## src/verilog/mdi_cfg.svh

```systemverilog
// timing, field and reset constants of the mux converter input datapath
// assumes inclusion by bare name from design files only
`ifndef MDI_CFG_SVH
`define MDI_CFG_SVH

`define MDI_SAMPLE_W     12
`define MDI_UPPER_W      6
`define MDI_LOWER_W      6
`define MDI_THERMO_W     63
`define MDI_UPPER_MSB    11
`define MDI_UPPER_LSB    6
`define MDI_LOWER_MSB    5
`define MDI_CHANNELS     4
`define MDI_CHAN_W       2
`define MDI_PHASE_W      2
`define MDI_PHASE_RESET  2'h0
`define MDI_PHASE_LAST4  2'h3
`define MDI_SAMPLE_RESET 12'h000
`define MDI_THERMO_RESET 63'h0000000000000000
`define MDI_PATH_RESET   6'h00

`endif

```

## src/verilog/mdi_pkg.sv

```systemverilog
// types of the mux converter input datapath
// assumes mdi_cfg.svh is in the include path
`include "mdi_cfg.svh"

package mdi_pkg;

	typedef logic [`MDI_SAMPLE_W-1:0] mdi_sample_t;
	typedef logic [`MDI_THERMO_W-1:0] mdi_thermo_t;
	typedef logic [`MDI_LOWER_W-1:0]  mdi_lower_t;

	typedef enum logic {
		MDI_RATIO_FOUR,
		MDI_RATIO_TWO
	} mdi_ratio_e;

endpackage

```

## src/verilog/mdi_word_if.sv

```systemverilog
// carries the selected sample word from the multiplexer stage to the decoder
// assumes one clock domain shared by both ends
`timescale 1ns/100ps

interface mdi_word_if;
	mdi_pkg::mdi_sample_t word;

	modport source (output word);
	modport sink   (input  word);
endinterface
```

## src/verilog/mdi_datapath.sv

```systemverilog
// input capture, 4:1 or 2:1 multiplexing and forwarded slow clock
// assumes clk is the fast converter clock; channel pins are launched on slow clock
`timescale 1ns/100ps
`include "mdi_cfg.svh"

// Function
// - Each 12-bit channel is registered right after its input.
// - The four captured channels are muxed 48 to 12 and the result registered again.
// - The upper six bits become 63 equal thermometer outputs in two decode stages.
// - The lower six bits pass a matching delay to stay aligned with the upper bits.
// - The second decode stage register drives the switches directly, alongside the delayed lower bits.
// - Mux selects come from the fast clock divided by two and by four.
// - A divided slow clock is driven out as a differential pair.
// - Channels are captured on an internal clock in phase with the slow clock output.
// - One captured word is presented per fast clock cycle in select order.
// - A static mode pin picks four-to-one when floating high or two-to-one when grounded.
// - Each channel is 12 bits indexed 0 to 11 with bit 11 the msb.
module mdi_datapath (
	input  wire logic        clk,
	input  wire logic        nrst,
	input  wire logic        mux_ratio_select,
	input  wire logic [11:0] channel_a_sample,
	input  wire logic [11:0] channel_b_sample,
	input  wire logic [11:0] channel_c_sample,
	input  wire logic [11:0] channel_d_sample,
	output logic             slow_clock_out_pos,
	output logic             slow_clock_out_neg,
	output logic             mux_select_low,
	output logic             mux_select_high,
	output logic [62:0]      thermo_switch,
	output logic [5:0]       binary_switch
);

	typedef struct packed {
		logic [2:0]               mode_sync_q;
		mdi_pkg::mdi_ratio_e      ratio_q;
		logic [`MDI_PHASE_W-1:0]  phase_q;
		logic                     slow_clk_q;
		mdi_pkg::mdi_sample_t     cap_a_q;
		mdi_pkg::mdi_sample_t     cap_b_q;
		mdi_pkg::mdi_sample_t     cap_c_q;
		mdi_pkg::mdi_sample_t     cap_d_q;
		mdi_pkg::mdi_sample_t     word_q;
	} mdi_dp_s;

	mdi_dp_s st_q;
	mdi_dp_s st_d;

	mdi_word_if word_link ();

	// select pair to channel index
	function automatic logic [`MDI_CHAN_W-1:0] mdi_chan(input logic [`MDI_PHASE_W-1:0] ph,
	                                                    input mdi_pkg::mdi_ratio_e r);
		if (r == mdi_pkg::MDI_RATIO_TWO)
			return {1'b0, ph[0]};
		return ph;
	endfunction

	// ========================================================
	// next state
	always_comb begin
		logic capture;
		capture = 1'b0;
		st_d = st_q;
		// mode pin: three flops, change counted when last two agree
		st_d.mode_sync_q = {st_q.mode_sync_q[1:0], mux_ratio_select};
		if (st_q.mode_sync_q[2] == st_q.mode_sync_q[1]) begin
			st_d.ratio_q = st_q.mode_sync_q[2] ? mdi_pkg::MDI_RATIO_FOUR
			                                   : mdi_pkg::MDI_RATIO_TWO;
		end
		// divide by two and four
		st_d.phase_q = st_q.phase_q + 2'h1;
		if (st_q.ratio_q == mdi_pkg::MDI_RATIO_TWO) begin
			st_d.phase_q[1] = 1'b0;
		end
		// slow clock: high for first half of the period
		if (st_q.ratio_q == mdi_pkg::MDI_RATIO_TWO)
			st_d.slow_clk_q = (st_d.phase_q[0] == 1'b0);
		else
			st_d.slow_clk_q = (st_d.phase_q[1] == 1'b0);
		// capture at the slow clock rising edge, in phase with the output
		capture = (st_q.ratio_q == mdi_pkg::MDI_RATIO_TWO) ? (st_q.phase_q[0] == 1'b1)
		        : (st_q.phase_q == `MDI_PHASE_LAST4);
		if (capture) begin
			st_d.cap_a_q = channel_a_sample;
			st_d.cap_b_q = channel_b_sample;
			st_d.cap_c_q = channel_c_sample;
			st_d.cap_d_q = channel_d_sample;
		end
		// 48 to 12 mux, order a b c d
		case (mdi_chan(st_q.phase_q, st_q.ratio_q))
			2'h0:    st_d.word_q = st_q.cap_a_q;
			2'h1:    st_d.word_q = st_q.cap_b_q;
			2'h2:    st_d.word_q = st_q.cap_c_q;
			2'h3:    st_d.word_q = st_q.cap_d_q;
			default: st_d.word_q = st_q.cap_a_q;
		endcase
		if (!nrst) begin
			st_d = '0;
			st_d.mode_sync_q = 3'h7;
			st_d.ratio_q = mdi_pkg::MDI_RATIO_FOUR;
			st_d.slow_clk_q = 1'b1;
		end
	end

	always_ff @(posedge clk) begin
		st_q <= st_d;
	end

	assign word_link.word = st_q.word_q;

	// ========================================================
	// decode and switch register stage
	mdi_decoder u_decoder (
		.clk     (clk),
		.nrst    (nrst),
		.word_in (word_link.sink),
		.thermo  (thermo_switch),
		.lower   (binary_switch)
	);

	// ========================================================
	// outputs
	assign slow_clock_out_pos = st_q.slow_clk_q;
	assign slow_clock_out_neg = ~st_q.slow_clk_q;
	assign mux_select_low     = st_q.phase_q[0];
	assign mux_select_high    = st_q.phase_q[1];

endmodule // mdi_datapath

```

## src/verilog/mdi_decoder.sv

```systemverilog
// splits the selected word: upper bits to thermometer, lower bits delay matched
// assumes word arrives registered on clk
`timescale 1ns/100ps
`include "mdi_cfg.svh"

module mdi_decoder (
	input  wire logic        clk,
	input  wire logic        nrst,
	mdi_word_if.sink         word_in,
	output mdi_pkg::mdi_thermo_t thermo,
	output mdi_pkg::mdi_lower_t  lower
);

	typedef struct packed {
		logic [7:0]           row_q;
		logic [7:0]           col_q;
		mdi_pkg::mdi_lower_t  lower_dly_q;
		mdi_pkg::mdi_thermo_t thermo_q;
		mdi_pkg::mdi_lower_t  lower_q;
	} mdi_dec_s;

	mdi_dec_s st_q;
	mdi_dec_s st_d;

	// 3-bit value to 8-bit thermometer, bit i set when value > i
	function automatic logic [7:0] mdi_therm3(input logic [2:0] v);
		logic [7:0] t;
		t = 8'h00;
		for (int i = 0; i < 8; i++) begin
			t[i] = (i < int'(v));
		end
		return t;
	endfunction

	// ========================================================
	// two stage decode
	always_comb begin
		logic [`MDI_UPPER_W-1:0] up;
		up = word_in.word[`MDI_UPPER_MSB:`MDI_UPPER_LSB];
		st_d = st_q;
		// first stage: row and column groups
		st_d.row_q = mdi_therm3(up[5:3]);
		st_d.col_q = mdi_therm3(up[2:0]);
		st_d.lower_dly_q = word_in.word[`MDI_LOWER_MSB:0];
		// second stage: 63 equal outputs, rows of 8 full then partial row
		for (int r = 0; r < 8; r++) begin
			for (int c = 0; c < 8; c++) begin
				if (r * 8 + c < `MDI_THERMO_W) begin
					st_d.thermo_q[r * 8 + c] = st_q.row_q[r]
						| ((r == 0 || st_q.row_q[r - 1 < 0 ? 0 : r - 1]) && !st_q.row_q[r]
						&& st_q.col_q[c] && (r == 0 ? 1'b1 : 1'b1)) ;
				end
			end
		end
		st_d.lower_q = st_q.lower_dly_q;
		if (!nrst) begin
			st_d = '0;
		end
	end

	// ========================================================
	// second master-slave stage before the switches
	always_ff @(posedge clk) begin
		st_q <= st_d;
	end

	assign thermo = st_q.thermo_q;
	assign lower  = st_q.lower_q;

endmodule // mdi_decoder

```

## config.mk

```make
export PLATFORM = sky130hd
export DESIGN_NAME = mdi_datapath
export DESIGN_NICKNAME = d
export VERILOG_FILES = /design/src/verilog/mdi_pkg.sv /design/src/verilog/mdi_word_if.sv /design/src/verilog/mdi_datapath.sv /design/src/verilog/mdi_decoder.sv
export VERILOG_INCLUDE_DIRS = /design/src /design/src/verilog
export SDC_FILE = /design/constraint.sdc
export NUM_CORES = 1
export LEC_CHECK = 0
export ABC_AREA = 1
export BUFFER_PORTS_ARGS = -buffer_cell sky130_fd_sc_hd__buf_2
export CAP_MARGIN = 25
export CORE_UTILIZATION = 57
export DETAILED_ROUTE_END_ITERATION = 12
export GPL_TIMING_DRIVEN = 1
export PLACE_DENSITY_LB_ADDON = 0.25
export SLEW_MARGIN = 0
export SYNTH_ARGS = -nofsm -noshare
export SYNTH_HDL_FRONTEND = slang
export SYNTH_SLANG_ARGS = --single-unit
```

## constraint.sdc

```tcl
create_clock -name clk -period 2.64 [get_ports clk]
set_clock_uncertainty 0.05 [all_clocks]
set_input_delay 0.132 -clock clk [delete_from_list [all_inputs] [get_ports clk]]
set_output_delay 0.132 -clock clk [all_outputs]
set_load 0.02 [all_outputs]
```

==> results.md <==
- Tcrit/Tclk final: 76.0%
- Hold path endpoint: st_q[64]$_SDFF_PN1_
- Die X: 101 microns
- Largest net degree at the start of global routing: 49
- WP buf/inv: 2
- Worst r2r src: mux_select_low$_SDFF_PN0_
- Die area: 10200 sq um
- Cell family with most CP delay: simple AND/OR/NAND/NOR gates
- Layout cells sized above 1: 21.7%
- Clock transition at path regs: 0.06 ns
- Maxcap violations: 0
- WP data required: 3.01 ns
- Post-CTS sizing: 0
- Slack of the worst reg-to-reg path: 0.63 ns
- Vias in the first global route: 4002
- Max Buffers Root-to-Sink: 2
- Most frequent cells in the layout: dfxtp_1 (156), buf_2 (123), nor2_1 (117), o21ai_0 (95), inv_1 (66)
- 1st-pass router iterations: 5
- Core footprint: 9370 sq um
- Flops & latches, synth: 156
- Htree depth: 4
- Effective utilization at floorplan: 59.8%
- Syn_nets: 715
- CP max stage cell: nor2_1
- Max Freq: 498 MHz
- Area grow syn2layout: 20.7%
- Final setup vio count: 0
- Status: completed
- Total track usage: 23.8%
- Setup Buffers After CTS: 0
- Slew Viols, Final: 0
- Sequential share of the synthesized area: 55.7%
- Final hold slack: 0.302 ns
- Final Hold Vio Count: 0
- Setup_tns: 0 ns
- TritonCTS clock tree: done
- CP cell instances: buf_4 > inv_1 > nor2_1 > nand2_1 > a21oi_1
- Clk Latency, worst-skew pair: 0.51 ns
- Syn_area_per_cell: 8.45 sq um
- YS warnings: 0
- Most common cell after layout, fill and taps aside: dfxtp_1
- Post-synthesis cell type count: 23
- Hold path start: mux_ratio_select
- Min cycle time layout: 2.01 ns
- DR iter-0 viols: 173
- First-pass GRT wire length: 18700 microns
- Clock Tree Root: clkbuf_8
- PwrDens: 778 nW/um^2
- Lkg Pwr: 0.00334 uW
- RSZ-0062 raised after global routing: false
- Relative slew slack: 49.4%
- Io pins: 124
- DR vias: 4310
- FF-to-FF End: word_link.word[3]$_SDFF_PN0_
- Clock sink count: 156
- Vert. Die Dim: 101 microns
- Post-route ant nets: 0
- Largest stage delay on the critical path: 0.56 ns
- Worst r2r path cells: 5
- Critical Path Start Type: register
- Mapped Cells: 663
- CTS buffer count: 17
- WS Path Type: reg -> reg
- Nets@finish: 808
- Tightest Pin Transition: 0.757 ns
- Final core utilization: 72.1%
- Post-detail-place hpwl: 7250 microns
- Grt total ovfl: 0
- Post-synthesis cell area: 5600 sq um
- WL/cell: 12.9 microns
- Row count: 35
- Endpoint class of the critical path: register
- Drt via density: 4.80
- Pre-CTS setup slack: 0.680 ns
- Worst VDD drop: 0.540 mV
- Post-route setup slack: 0.633 ns
- Port Buffers: 123
- DRT Wirelength: 11600 microns
- Hold crit path type: in -> reg
- GPL Wtd Cong: 0.824
- CP Data Arrival Time: 2.37 ns
- Antenna diodes: 0
- Post-route DRC: 0
- Crit Path Max Fanout: 23
- Initial antenna violation count: 0
- Hold Path Cell Cnt: 3
how the worst max path moves through the flow:
| stage | endpoint | from | slack [ns] | depth (start not counted) |
|---|---|---|---|---|
| 2_1_floorplan | st_q[35]$_SDFFE_PN0P_ | mux_select_low$_SDFF_PN0_ | 1.23 | 8 |
| 3_3_place_gp | word_link.word[3]$_SDFF_PN0_ | mux_select_low$_SDFF_PN0_ | 0.64 | 5 |
| 3_5_place_dp | word_link.word[3]$_SDFF_PN0_ | mux_select_low$_SDFF_PN0_ | 0.68 | 5 |
| 4_1_cts | word_link.word[3]$_SDFF_PN0_ | mux_select_low$_SDFF_PN0_ | 0.62 | 5 |
| 5_1_grt | word_link.word[3]$_SDFF_PN0_ | mux_select_low$_SDFF_PN0_ | 0.44 | 5 |
| 6_report | word_link.word[3]$_SDFF_PN0_ | mux_select_low$_SDFF_PN0_ | 0.63 | 5 |
cell families after synthesis:
family | after synthesis | share of synthesized area [%]
flip-flops | 156 | 55.7
adder cells (fa/ha/maj) | 1 | 0.223
AO/OA/AOI/OAI | 125 | 11.3
AND/OR/NAND/NOR | 209 | 15.5
buffers and inverters | 172 | 17.3
per-layer routing:
metal / up-vias / track usage, % / part of all wire [%] / wire, microns
met2: 143 / 41.0 / 49 / 5680
met1: 1946 / 28.7 / 44 / 5050
li1: 2198 / - / - / -
met4: 0 / 10.8 / 2.6 / 299
met5: - / 0 / 0 / 0
met3: 23 / 5.11 / 4.8 / 559
report_power, final:
part | leakage (uW) | total [uW] | switching [uW] | internal, uW
Sequential | 0.00127 | 2520 | 49.8 | 2470
Clock | 0.000272 | 2280 | 997 | 1280
Combinational | 0.00180 | 462 | 280 | 182
cell type report:
class / count / area, sq um
clock buffers: 17 / 414
clock inverters: 15 / 149
fillers: 725 / 2610
inverters: 69 / 259
multi-input cells: 335 / 1510
flip-flops and latches: 156 / 3120
well taps: 129 / 161
repair buffers: 177 / 1150
worst min-delay path: stages:
cell           delay (ns)
dlygate4sd3_1        0.51
buf_2                0.10
or2_2                0.09
metrics by stage:
stage	cell area [sq um]	total power, uW	cells
3_5_place_dp	5700	2970	816
6_report	6760	5260	898
3_3_place_gp	5700	2960	816
4_1_cts	6760	5290	898
5_1_grt	6760	5480	898
2_1_floorplan	5600	2880	663
state kept, by name (all words and copies together) (netlist names):
signal / count
mux_select_high: 1
slow_clock_out_pos: 1
u_decoder.lower: 6
mux_select_low: 1
u_decoder.st_q: 20
u_decoder.thermo: 63
word_link.word: 12
st_q: 52
repair_timing:
action | CTS | global route
hold buffers | 50 | 0
endpoints found under the setup margin | 0 | 0
endpoints found under the hold margin | 58 | 0
synthesized netlist by cell type:
master | instances | area share (%)
nor2_1 | 117 | 7.8
or2_1 | 1 | 0.11
buf_6 | 6 | 1.2
clkbuf_1 | 16 | 1.1
nand2_1 | 57 | 3.8
inv_1 | 66 | 4.4
nand3_1 | 12 | 1.1
ha_1 | 1 | 0.22
o211ai_1 | 1 | 0.13
nand2_2 | 3 | 0.34
a31oi_1 | 2 | 0.22
or2_2 | 2 | 0.22
nand3b_1 | 7 | 0.94
o21ai_1 | 8 | 0.71
buf_1 | 1 | 0.067
buf_4 | 72 | 9.6
nand4_1 | 10 | 1.1
inv_2 | 3 | 0.20
dfxtp_1 | 156 | 56
clkbuf_2 | 1 | 0.089
a21oi_1 | 19 | 1.7
buf_2 | 7 | 0.63
o21ai_0 | 95 | 8.5
Note: power is estimated with default switching activity, not from simulation.
